File: src/design/alu_pkg.sv
// Functional notes
// - Add register, working reg and carry.
// - Add and AND register ops: destination zero working reg, one register.
// - Add register and working reg, no carry.
// - Add immediate plus carry into working reg.
// - Add immediate into working reg, no carry.
// - AND register, only zero flag changes.
// - AND immediate into working reg, zero only.
// - Clear selected bit, flags unchanged.
// - Set selected bit, flags unchanged.
// - Carry flag follows carry out of bit seven.
// - Register index is six bits wide.
package alu_pkg;

  localparam int DATA_W = 8;
  localparam int REG_IDX_W = 6;
  localparam logic [7:0] WORKING_REG_RESET = 8'h00;
  localparam logic [7:0] RESULT_RESET = 8'h00;
  localparam logic [5:0] REG_IDX_RESET = 6'h00;
  localparam int NIBBLE_CARRY_POS = 4;
  localparam int CARRY_POS = 8;

  typedef enum logic [3:0] {
    OP_NONE,
    OP_ADD_REG_CARRY,
    OP_ADD_REG,
    OP_ADD_IMM_CARRY,
    OP_ADD_IMM,
    OP_BITWISE_AND_REG,
    OP_BITWISE_AND_IMM,
    OP_BIT_CLEAR_REG,
    OP_BIT_SET_REG
  } alu_op_t;

  typedef struct packed {
    logic zero;
    logic lowNibbleOverflow;
    logic carry;
  } alu_flags_t;

  localparam alu_flags_t FLAGS_RESET = '0;

  typedef struct packed {
    alu_op_t op;
    logic [5:0] regIdx;
    logic [7:0] regOperand;
    logic [7:0] immediate;
    logic destSel;
    logic [2:0] bitSel;
  } alu_cmd_t;

endpackage : alu_pkg

File: src/design/acc_add_and_bit_alu.sv
`timescale 1ns/1ps
module acc_add_and_bit_alu
  import alu_pkg::*;
(
  input wire logic sys_clk,
  input wire logic resetn,
  input wire logic cmdValid,
  input alu_cmd_t cmd,
  output logic [7:0] workingReg,
  output alu_flags_t flags,
  output logic regWrite,
  output logic [5:0] regWriteIdx,
  output logic [7:0] regWriteData,
  output logic done
);

  logic [7:0] workingReg_d;
  alu_flags_t flags_d;
  logic regWrite_d;
  logic [7:0] result;
  logic [8:0] sum;
  logic [4:0] lowSum;
  logic carryIn;
  logic isAdd;
  logic isAnd;
  logic isBit;
  logic useImm;

  // Adds two bytes and a carry, returning the nine-bit sum.
  function automatic logic [8:0] add8(input logic [7:0] a, input logic [7:0] b, input logic c);
    add8 = {1'b0, a} + {1'b0, b} + {8'h00, c};
  endfunction : add8

  // Decodes the operation class, operand source and carry use.
  always_comb begin
    isAdd = 1'b0;
    isAnd = 1'b0;
    isBit = 1'b0;
    useImm = 1'b0;
    carryIn = 1'b0;
    unique case (cmd.op)
      OP_ADD_REG_CARRY: begin
        isAdd = 1'b1;
        carryIn = flags.carry;
      end
      OP_ADD_REG: isAdd = 1'b1;
      OP_ADD_IMM_CARRY: begin
        isAdd = 1'b1;
        useImm = 1'b1;
        carryIn = flags.carry;
      end
      OP_ADD_IMM: begin
        isAdd = 1'b1;
        useImm = 1'b1;
      end
      OP_BITWISE_AND_REG: isAnd = 1'b1;
      OP_BITWISE_AND_IMM: begin
        isAnd = 1'b1;
        useImm = 1'b1;
      end
      OP_BIT_CLEAR_REG, OP_BIT_SET_REG: isBit = 1'b1;
      default: begin
      end
    endcase
  end

  // Forms the result of the operation from the chosen operands.
  always_comb begin
    logic [7:0] opB;
    opB = useImm ? cmd.immediate : cmd.regOperand;
    sum = add8(workingReg, opB, carryIn);
    lowSum = {1'b0, workingReg[3:0]} + {1'b0, opB[3:0]} + {4'h0, carryIn};
    if (isAdd) begin
      result = sum[7:0];
    end else if (isAnd) begin
      result = workingReg & opB;
    end else if (cmd.op == OP_BIT_CLEAR_REG) begin
      result = cmd.regOperand & ~(8'h01 << cmd.bitSel);
    end else if (cmd.op == OP_BIT_SET_REG) begin
      result = cmd.regOperand | (8'h01 << cmd.bitSel);
    end else begin
      result = cmd.regOperand;
    end
  end

  // Steers the result and computes next flag values.
  always_comb begin
    workingReg_d = workingReg;
    flags_d = flags;
    regWrite_d = 1'b0;
    if (cmdValid && (isAdd || isAnd || isBit)) begin
      if (isBit) begin
        regWrite_d = 1'b1;
      end else if (useImm || !cmd.destSel) begin
        workingReg_d = result;
      end else begin
        regWrite_d = 1'b1;
      end
      if (isAdd || isAnd) begin
        flags_d.zero = (result == 8'h00);
      end
      if (isAdd) begin
        flags_d.carry = sum[CARRY_POS];
        flags_d.lowNibbleOverflow = lowSum[NIBBLE_CARRY_POS];
      end
    end
  end

  // Working register and flags.
  always_ff @(posedge sys_clk or negedge resetn) begin
    if (!resetn) begin
      workingReg <= WORKING_REG_RESET;
      flags <= FLAGS_RESET;
    end else begin
      workingReg <= workingReg_d;
      flags <= flags_d;
    end
  end

  // Register write-back port, one cycle after the command.
  always_ff @(posedge sys_clk or negedge resetn) begin
    if (!resetn) begin
      regWrite <= 1'b0;
      regWriteIdx <= REG_IDX_RESET;
      regWriteData <= RESULT_RESET;
      done <= 1'b0;
    end else begin
      regWrite <= regWrite_d;
      regWriteIdx <= cmd.regIdx;
      regWriteData <= result;
      done <= cmdValid && (isAdd || isAnd || isBit); // An unused op code is refused like no-op.
    end
  end

  // Each check looks one cycle after the command was taken.
  AST_ADD_CARRY: assert property (@(posedge sys_clk) disable iff (!resetn)
    cmdValid && cmd.op == OP_ADD_IMM |=>
    flags.carry == (({1'b0, $past(workingReg)} + {1'b0, $past(cmd.immediate)}) > 9'h0ff))
    else $error("Carry flag wrong after add.");

  AST_ADD_REG_CARRY: assert property (@(posedge sys_clk) disable iff (!resetn)
    cmdValid && cmd.op == OP_ADD_REG_CARRY && !cmd.destSel |=>
    workingReg == 8'($past(workingReg) + $past(cmd.regOperand) + 8'($past(flags.carry))))
    else $error("Add with carry result wrong.");

  AST_DEST_REG: assert property (@(posedge sys_clk) disable iff (!resetn)
    cmdValid && cmd.op == OP_ADD_REG && cmd.destSel |=> regWrite && $stable(workingReg))
    else $error("Destination one did not write register.");

  AST_ADD_REG_NOCARRY: assert property (@(posedge sys_clk) disable iff (!resetn)
    cmdValid && cmd.op == OP_ADD_REG && !cmd.destSel |=>
    workingReg == 8'($past(workingReg) + $past(cmd.regOperand)))
    else $error("Plain add used carry.");

  AST_IMM_CARRY: assert property (@(posedge sys_clk) disable iff (!resetn)
    cmdValid && cmd.op == OP_ADD_IMM_CARRY |=>
    workingReg == 8'($past(workingReg) + $past(cmd.immediate) + 8'($past(flags.carry))))
    else $error("Immediate add with carry wrong.");

  AST_AND_FLAGS: assert property (@(posedge sys_clk) disable iff (!resetn)
    cmdValid && isAnd |=> $stable(flags.carry) && $stable(flags.lowNibbleOverflow))
    else $error("AND changed arithmetic flags.");

  AST_AND_IMM: assert property (@(posedge sys_clk) disable iff (!resetn)
    cmdValid && cmd.op == OP_BITWISE_AND_IMM |=>
    workingReg == ($past(workingReg) & $past(cmd.immediate)) && flags.zero == (workingReg == 8'h00))
    else $error("AND immediate wrong.");

  AST_BIT_OPS: assert property (@(posedge sys_clk) disable iff (!resetn)
    cmdValid && cmd.op == OP_BIT_CLEAR_REG |=> regWrite && $stable(flags)
    && regWriteData == ($past(cmd.regOperand) & ~(8'h01 << $past(cmd.bitSel))))
    else $error("Bit clear wrong.");

  AST_BIT_SET: assert property (@(posedge sys_clk) disable iff (!resetn)
    cmdValid && cmd.op == OP_BIT_SET_REG |=> regWrite && $stable(flags)
    && regWriteData == ($past(cmd.regOperand) | (8'h01 << $past(cmd.bitSel))))
    else $error("Bit set wrong.");

  AST_DEST_ACC: assert property (@(posedge sys_clk) disable iff (!resetn)
    cmdValid && cmd.op == OP_BITWISE_AND_REG && !cmd.destSel |=> !regWrite)
    else $error("Register written for working-reg destination.");

  // Plain immediate add ignores the carry flag and lands in the working register.
  AST_ADD_IMM: assert property (@(posedge sys_clk) disable iff (!resetn)
    cmdValid && cmd.op == OP_ADD_IMM |=>
    workingReg == 8'($past(workingReg) + $past(cmd.immediate)))
    else $error("Plain immediate add wrong.");

  // The write-back index is the six-bit register index of the command.
  AST_REG_INDEX: assert property (@(posedge sys_clk) disable iff (!resetn)
    cmdValid && cmd.op == OP_BIT_SET_REG |=> regWriteIdx == $past(cmd.regIdx))
    else $error("Write-back index wrong.");

  // Zero flag reflects an all-zero sum.
  AST_ZERO_FLAG: assert property (@(posedge sys_clk) disable iff (!resetn)
    cmdValid && cmd.op == OP_ADD_IMM |=> flags.zero == (workingReg == 8'h00))
    else $error("Zero flag wrong after add.");

  // Nibble flag is the carry out of bit three.
  AST_NIBBLE_FLAG: assert property (@(posedge sys_clk) disable iff (!resetn)
    cmdValid && cmd.op == OP_ADD_REG |=>
    flags.lowNibbleOverflow ==
    (({1'b0, $past(workingReg[3:0])} + {1'b0, $past(cmd.regOperand[3:0])}) > 5'h0f))
    else $error("Nibble carry flag wrong.");

  // Every legal command finishes in the cycle after it is taken.
  AST_DONE_ONE_CYCLE: assert property (@(posedge sys_clk) disable iff (!resetn)
    cmdValid && cmd.op != OP_NONE && cmd.op <= OP_BIT_SET_REG |=> done)
    else $error("Command did not finish in one cycle.");

  // A working-reg destination must not disturb the register operand.
  AST_REG_KEEP: assert property (@(posedge sys_clk) disable iff (!resetn)
    cmdValid && cmd.op == OP_ADD_REG_CARRY && !cmd.destSel |=> !regWrite)
    else $error("Register written by add with carry to working reg.");

  // Destination one carries the sum back to the register.
  AST_DEST_REG_DATA: assert property (@(posedge sys_clk) disable iff (!resetn)
    cmdValid && cmd.op == OP_ADD_REG && cmd.destSel |=>
    regWriteData == 8'($past(workingReg) + $past(cmd.regOperand)))
    else $error("Register write-back data wrong.");

  // Register-operand AND with destination one goes back to the register only.
  AST_AND_REG_DEST: assert property (@(posedge sys_clk) disable iff (!resetn)
    cmdValid && cmd.op == OP_BITWISE_AND_REG && cmd.destSel |=> regWrite && $stable(workingReg)
    && regWriteData == ($past(workingReg) & $past(cmd.regOperand)))
    else $error("AND register result wrong.");

endmodule : acc_add_and_bit_alu

File: config.mk
export PLATFORM = sky130hd
export DESIGN_NAME = acc_add_and_bit_alu
export DESIGN_NICKNAME = d
export VERILOG_FILES = /design/src/design/alu_pkg.sv /design/src/design/acc_add_and_bit_alu.sv
export SDC_FILE = /design/constraint.sdc
export NUM_CORES = 1
export LEC_CHECK = 0
export BUFFER_PORTS_ARGS = -buffer_cell sky130_fd_sc_hd__buf_2
export CAP_MARGIN = 20
export CORE_MARGIN = 4
export CORE_UTILIZATION = 42
export DETAILED_ROUTE_END_ITERATION = 6
export MAX_ROUTING_LAYER = met4
export PLACE_DENSITY = 0.68
export SKIP_CTS_REPAIR_TIMING = 1
export SLEW_MARGIN = 0
export SYNTH_ARGS = -nofsm -noshare
export SYNTH_HDL_FRONTEND = slang
export SYNTH_SLANG_ARGS = --single-unit
File: constraint.sdc
create_clock -name sys_clk -period 4.9 [get_ports sys_clk]
set_input_delay 0.735 -clock sys_clk [delete_from_list [all_inputs] [get_ports sys_clk]]
set_output_delay 0.735 -clock sys_clk [all_outputs]
set_load 0.03 [all_outputs]
==> results of run 1 <==
-- Yosys cell counts (3+ instances only) --
master,instances,area share
sky130_fd_sc_hd__o32ai_1,4,0.018
sky130_fd_sc_hd__o21a_1,6,0.023
sky130_fd_sc_hd__nor2_1,11,0.021
sky130_fd_sc_hd__xnor2_1,3,0.013
sky130_fd_sc_hd__a21oi_1,16,0.041
sky130_fd_sc_hd__ha_1,8,0.051
sky130_fd_sc_hd__or2_2,3,0.0096
sky130_fd_sc_hd__dfrtp_1,27,0.35
sky130_fd_sc_hd__nand2_1,9,0.017
sky130_fd_sc_hd__nor2b_1,3,0.0096
sky130_fd_sc_hd__nor3b_1,3,0.012
sky130_fd_sc_hd__nor3_1,4,0.010
sky130_fd_sc_hd__a31oi_1,4,0.013
sky130_fd_sc_hd__o21ai_0,6,0.015
sky130_fd_sc_hd__o21bai_1,5,0.019
sky130_fd_sc_hd__inv_1,9,0.017
sky130_fd_sc_hd__mux2_2,19,0.11
sky130_fd_sc_hd__clkbuf_1,3,0.0058
-- power groups by stage --
stage,combinational [µW],sequential (µW),clock [µW]
2_1_floorplan,278,423,0
3_3_place_gp,521,314,0
3_5_place_dp,526,314,0
4_1_cts,530,310,130
5_1_grt,582,317,141
6_report,527,308,125
-- per-stage QoR --
step / setup WS, ns / std cells / utilization / power (µW) / hold slack, ns
after floorplan: 1.07 / 194 / - / 701 / 0.439
after global placement: 0.972 / 297 / 0.512 / 835 / 0.471
after detailed placement: 0.846 / 297 / 0.512 / 840 / 0.475
after CTS: 1.13 / 301 / 0.522 / 970 / 0.475
after global routing: 0.877 / 301 / 0.522 / 1040 / 0.496
final: 1.13 / 301 / 0.522 / 961 / 0.451
-- flip-flops by register name (all words and copies together) (netlist names) --
signal and count:
done 1, regWriteIdx 6, regWrite 1, regWriteData 8, workingReg 8, flags 3
-- path summary, 6_finish.rpt --
| kind | startpoint | end | slack [ns] | cells after the start |
|---|---|---|---|---|
| max | cmd[28] | flags[2] | 1.13 | 14 |
| min | resetn | regWriteIdx[2] | 0.45 | 1 |
| max reg2reg | workingReg[0] | flags[2] | 2.12 | 9 |
| min reg2reg | flags[2] | flags[2] | 0.49 | 2 |
| max in group asynchronous | resetn | workingReg[6] | 4.05 | 1 |
| min in group sys_clk | flags[2] | flags[2] | 0.49 | 2 |
-- routing by layer --
metal | global-route usage | vias up | part of all wire
met3 | 0.0307 | 7 | 0.073
met4 | 0.0524 | 0 | 0.014
met2 | 0.282 | 79 | 0.46
li1 | - | 835 | -
met5 | - | - | 0
met1 | 0.261 | 794 | 0.46
-- final cells by class --
| class | instances | area (µm²) | area share |
|---|---|---|---|
| well taps | 52 | 65.1 | 0.0282 |
| repair buffers | 60 | 303 | 0.131 |
| clock buffers | 4 | 45.0 | 0.0195 |
| flip-flops and latches | 27 | 676 | 0.293 |
| multi-input cells | 149 | 1180 | 0.513 |
| inverters | 9 | 33.8 | 0.0147 |
-- worst register-to-register path, delay by kind of cell (launching register included) --
family                     cells  cell delay [ns]
AOI/OAI and AO/OA              4             0.98
xor gates and xnor gates       1             0.17
adders and majority gates      2             0.89
buffers and inverters          1             0.08
DFF                            1             0.40
and+or+nand+nor                1             0.16
-- cells by family after synthesis --
kind of cell | synth area share
AO/OA/AOI/OAI | 0.236
XOR/XNOR | 0.0225
adder cells (fa/ha/maj) | 0.0719
buffers and inverters | 0.0462
flip-flops | 0.347
multiplexers | 0.115
AND/OR/NAND/NOR | 0.162
==> out/metrics.yaml, run 1 <==
drt_first_iter_violations: 150
synth_edf_count: 0
die_area_um2: 5790
route.antenna.remaining_nets: 0
drv.max_cap_violation_count: 0
clk-insertion-delay-late_ns: 0.27
n_antenna_cell: 0
postSynthRegisterBits: 27
grt_first_pass_wirelength_um: 8760
die_x_um: 76.1
syn_nets: 237
clk_pin_slew_ns: 0.09
io_pins: 60
leakagePower_uw: 0.00105
max_fclk_mhz: 266
fillers: 420
maximum_number_of_pins_on_one_net_before_global_route_repair: 28
power_per_cell_area_nw_per_um2: 417
fp.coreArea_um2: 4410
final_min_period_over_clock_period: 0.768
setup_tns_after_final_layout_ns: 0
detailedRoute.firstPassIterationCount: 4
p_clk_frac: 0.130
slew_at_the_pin_closest_to_its_max_slew_limit_ns: 0.639
timing_worst_setup_path_type: "primary input to flip-flop"
power.switching_fraction: 0.441
h_tree_depth: 1
synth_cells: 194
placement.cell_area_um2: 2260
gr-usage-all-layers: 0.187
buffer_ports.inserted: 59
routed-via-count: 1715
relSlewSlack: 0.572
timing.critical_path.required_ns: 5.07
worst_setup_path_start_kind: "primary input"
status: "finished, final reports clean"
initial_utilization: 0.441
final_layout_size_suffix_gt1_frac: 0.390
synthFlopType: "sky130_fd_sc_hd__dfrtp_1"
yosys_warnings: 0
final_max_slew_viols: 0
cts_tree: "built"
crit_family: "compound AO/OA/AOI/OAI gates"
fp-row-count: 24
cell_internal_power_dissipation_uw: 538
detail_route.vias_per_cell: 5.70
clock_tree_root_driver_cell: "sky130_fd_sc_hd__clkbuf_8"
die_h_um: 76.1
count_of_buffering_cells_on_the_critical_path_with_inverters_included: 3
critical_path.max_stage_delay_ns: 0.44
critPathCaptureType: "flip-flop"
routed_wirelength_um: 5040
critical_path.slowest_cell: "sky130_fd_sc_hd__fa_1"
crit_chain: "buf_2 -> inv_1 -> nand3_1 -> a21oi_2 -> mux2_2 -> inv_1 -> fa_1 -> fa_1 -> nand2b_1 -> a21oi_1 -> a31oi_1 -> xnor2_1 -> a21oi_1 -> o41ai_2"
layout_min_cycle_time_ns: 3.77
clockBufferDepth: 2
finClkSkew_ns: 0.00990
post_route_design_area_um2: 2300
path_max_fanout: 13
class_of_the_tightest_hold_or_removal_check: "primary input to asynchronous set/reset pin"
seq_power_share: 0.321
mostFrequentLayoutCell: "sky130_fd_sc_hd__buf_2"
initial_antenna_violation_count: 0
synthToLayoutAreaGrowth_pct: 18.3
place.gp.congestion: 0.919
net_load_switching_power_uw: 424
fin_nets: 293
grt_pass1_vias: 1721
synthArstFlopShare: 1.00
yosys.cell_types.count: 55
cts_num_sinks: 27
drc_markers: 0
wire_per_inst_um: 16.7
report.final.hold_viol_count: 0
rsz0062_at_grt: "no"
yosysSeqAreaShare: 0.347
dpl.hpwl_um: 3990
numCtsBuffers: 3
setup_viol: 0
layout_common_cells: "sky130_fd_sc_hd__buf_2, sky130_fd_sc_hd__dfrtp_1, sky130_fd_sc_hd__mux2_2, sky130_fd_sc_hd__a21oi_1, sky130_fd_sc_hd__nor2_1"
syn-cell-area_um2: 1950
postSynthAreaPerCell_um2: 10.0
timing.critical_path.arrival_ns: 3.93
portion_of_total_power_attributed_to_combinational_logic: 0.549
irDropWorstVdd_uv: 225
globalRoute.totalOverflow: 0
(Power assumes the default switching activity.)
==> run 2, diff against run 1 <==
==> constraint.sdc (replaced) <==
create_clock -name sys_clk -period 3.6 [get_ports sys_clk]
set_input_delay 0.54 -clock sys_clk [delete_from_list [all_inputs] [get_ports sys_clk]]
set_output_delay 0.54 -clock sys_clk [all_outputs]
set_load 0.03 [all_outputs]
==> run 2 against run 1 <==
First-iteration DRC count shrank 4.7%. Critical path depth shrank 2. Design area grew 2.0%. Utilization grew 1.0 points. Sequential power grew 37%.
==> out/metrics.yaml, run 2 (synthesized netlist as in run 1, its figures left out) <==
clock_tree_root_driver_cell: "sky130_fd_sc_hd__clkbuf_8"
r2r_slack_ns: 0.91
cell_internal_power_dissipation_uw: 739
portion_of_total_power_attributed_to_combinational_logic: 0.553
relSlewSlack: 0.566
crit_chain: "buf_2 -> nand2b_1 -> a21oi_4 -> buf_4 -> mux2_2 -> ha_1 -> nor2b_1 -> o31a_1 -> o41ai_1 -> mux2i_1 -> nor3_1 -> mux2_2"
globalRoute.totalOverflow: 0
seq_power_share: 0.319
r2r-end: "flags[2]"
grt_first_pass_wirelength_um: 8650
mostFrequentLayoutCell: "sky130_fd_sc_hd__buf_2"
place.gp.congestion: 0.863
initial_utilization: 0.441
drv.max_cap_violation_count: 0
buffer_ports.inserted: 59
worst-r2r-cell-count: 8
status: "finished, final reports clean"
irDropWorstVdd_uv: 334
layout_min_cycle_time_ns: 3.41
max_fclk_mhz: 293
fin_nets: 298
numCtsBuffers: 3
initial_antenna_violation_count: 0
drt_first_iter_violations: 143
class_of_the_tightest_hold_or_removal_check: "primary input to asynchronous set/reset pin"
net_load_switching_power_uw: 585
io_pins: 60
path_max_fanout: 9
cts_num_sinks: 27
cp_common_cell: "sky130_fd_sc_hd__mux2_2"
drc_markers: 0
die_area_um2: 5790
gr-usage-all-layers: 0.180
critical_path.max_stage_delay_ns: 0.55
clk_pin_slew_ns: 0.09
placement.cell_area_um2: 2300
fp-row-count: 24
worst_hold_slack_ns: 0.263
synthToLayoutAreaGrowth_pct: 20.7
maximum_number_of_pins_on_one_net_before_global_route_repair: 28
die_h_um: 76.1
h_tree_depth: 1
cts_tree: "built"
clk-insertion-delay-late_ns: 0.27
final_min_period_over_clock_period: 0.947
timing.critical_path.required_ns: 3.81
timing_worst_setup_path_type: "primary input to flip-flop"
p_clk_frac: 0.129
rsz0062_at_grt: "no"
critPathCaptureType: "flip-flop"
power_per_cell_area_nw_per_um2: 563
worstReg2RegStart: "flags[0]"
leakagePower_uw: 0.00108
detail_route.vias_per_cell: 5.75
power.switching_fraction: 0.442
layout_common_cells: "sky130_fd_sc_hd__buf_2, sky130_fd_sc_hd__dfrtp_1, sky130_fd_sc_hd__mux2_2, sky130_fd_sc_hd__a21oi_1, sky130_fd_sc_hd__nor2_1"
report.final.hold_viol_count: 0
finClkSkew_ns: 0.000981
final_layout_size_suffix_gt1_frac: 0.406
n_antenna_cell: 0
final_max_slew_viols: 0
setup_tns_after_final_layout_ns: 0
dpl.hpwl_um: 3980
slew_at_the_pin_closest_to_its_max_slew_limit_ns: 0.643
worst_setup_path_start_kind: "primary input"
grt_pass1_vias: 1769
critical_path.slowest_cell: "sky130_fd_sc_hd__o41ai_1"
setup_viol: 0
routed-via-count: 1760
routed_wirelength_um: 5100
route.antenna.remaining_nets: 0
wire_per_inst_um: 16.7
clockBufferDepth: 2
biggestRegsByFlops: "regWriteData (8), workingReg (8), regWriteIdx (6)"
timing.critical_path.arrival_ns: 3.62
detailedRoute.firstPassIterationCount: 4
fp.coreArea_um2: 4410
die_x_um: 76.1
post_route_design_area_um2: 2350
-- run 2: changes by cell type in the layout (fill, tap and decap cells not counted) --
| cell | change |
|---|---|
| sky130_fd_sc_hd__buf_4 | +5 |
| sky130_fd_sc_hd__a21oi_2 | -1 |
| sky130_fd_sc_hd__a21oi_4 | +1 |
| sky130_fd_sc_hd__clkbuf_1 | -1 |
| sky130_fd_sc_hd__clkinv_2 | +1 |
-- run 2: metal layers --
metal / vias to the layer above / GRT usage / part of all wire
met5: - / - / 0
met4: 0 / 0.0315 / 0.012
met3: 6 / 0.0343 / 0.065
met2: 65 / 0.284 / 0.47
met1: 839 / 0.246 / 0.45
li1: 850 / - / -
-- run 2: final cells by class --
type	instances	area, µm²
clock buffers	3	41.3
well taps	52	65.1
multi-input cells	149	1190
flip-flops and latches	27	676
repair buffers	65	340
fillers	436	2060
inverters	9	33.8
clock inverters	1	5.00
-- run 2: metrics by stage --
step	utilization	worst slack (ns)	std cells	power, µW
after detailed placement	0.522	-0.0462	302	1160
after CTS	0.533	0.243	306	1330
after global placement	0.522	-0.0523	302	1150
final	0.533	0.192	306	1320
after floorplan	-	0.0286	194	955
after global routing	0.533	0.0478	306	1430
-- run 2: power by group through the flow --
stage	registers [µW]	logic [µW]	clock network, µW
2_1_floorplan	576	380	0
3_3_place_gp	427	727	0
3_5_place_dp	429	730	0
4_1_cts	423	735	176
5_1_grt	432	809	191
6_report	422	732	170
-- run 2: how the worst max path moves through the flow --
stage,startpoint,end,slack [ns],cells past startpoint
finish,cmd[26],workingReg[7],0.19,12
global route,cmd[26],workingReg[7],0.05,12
CTS,cmd[26],workingReg[7],0.24,12
detailed placement,cmd[26],workingReg[7],-0.05,12
global placement,cmd[26],workingReg[7],-0.05,12
floorplan,cmd[26],flags[2],0.03,14
-- run 2: worst max-delay path, delay by kind of cell --
kind,cells,cell delay (ns)
AOI/OAI and AO/OA,3,1.00
muxes,3,0.75
and+or+nand+nor,3,0.72
buffers and inverters,2,0.35
adders and majority gates,1,0.26
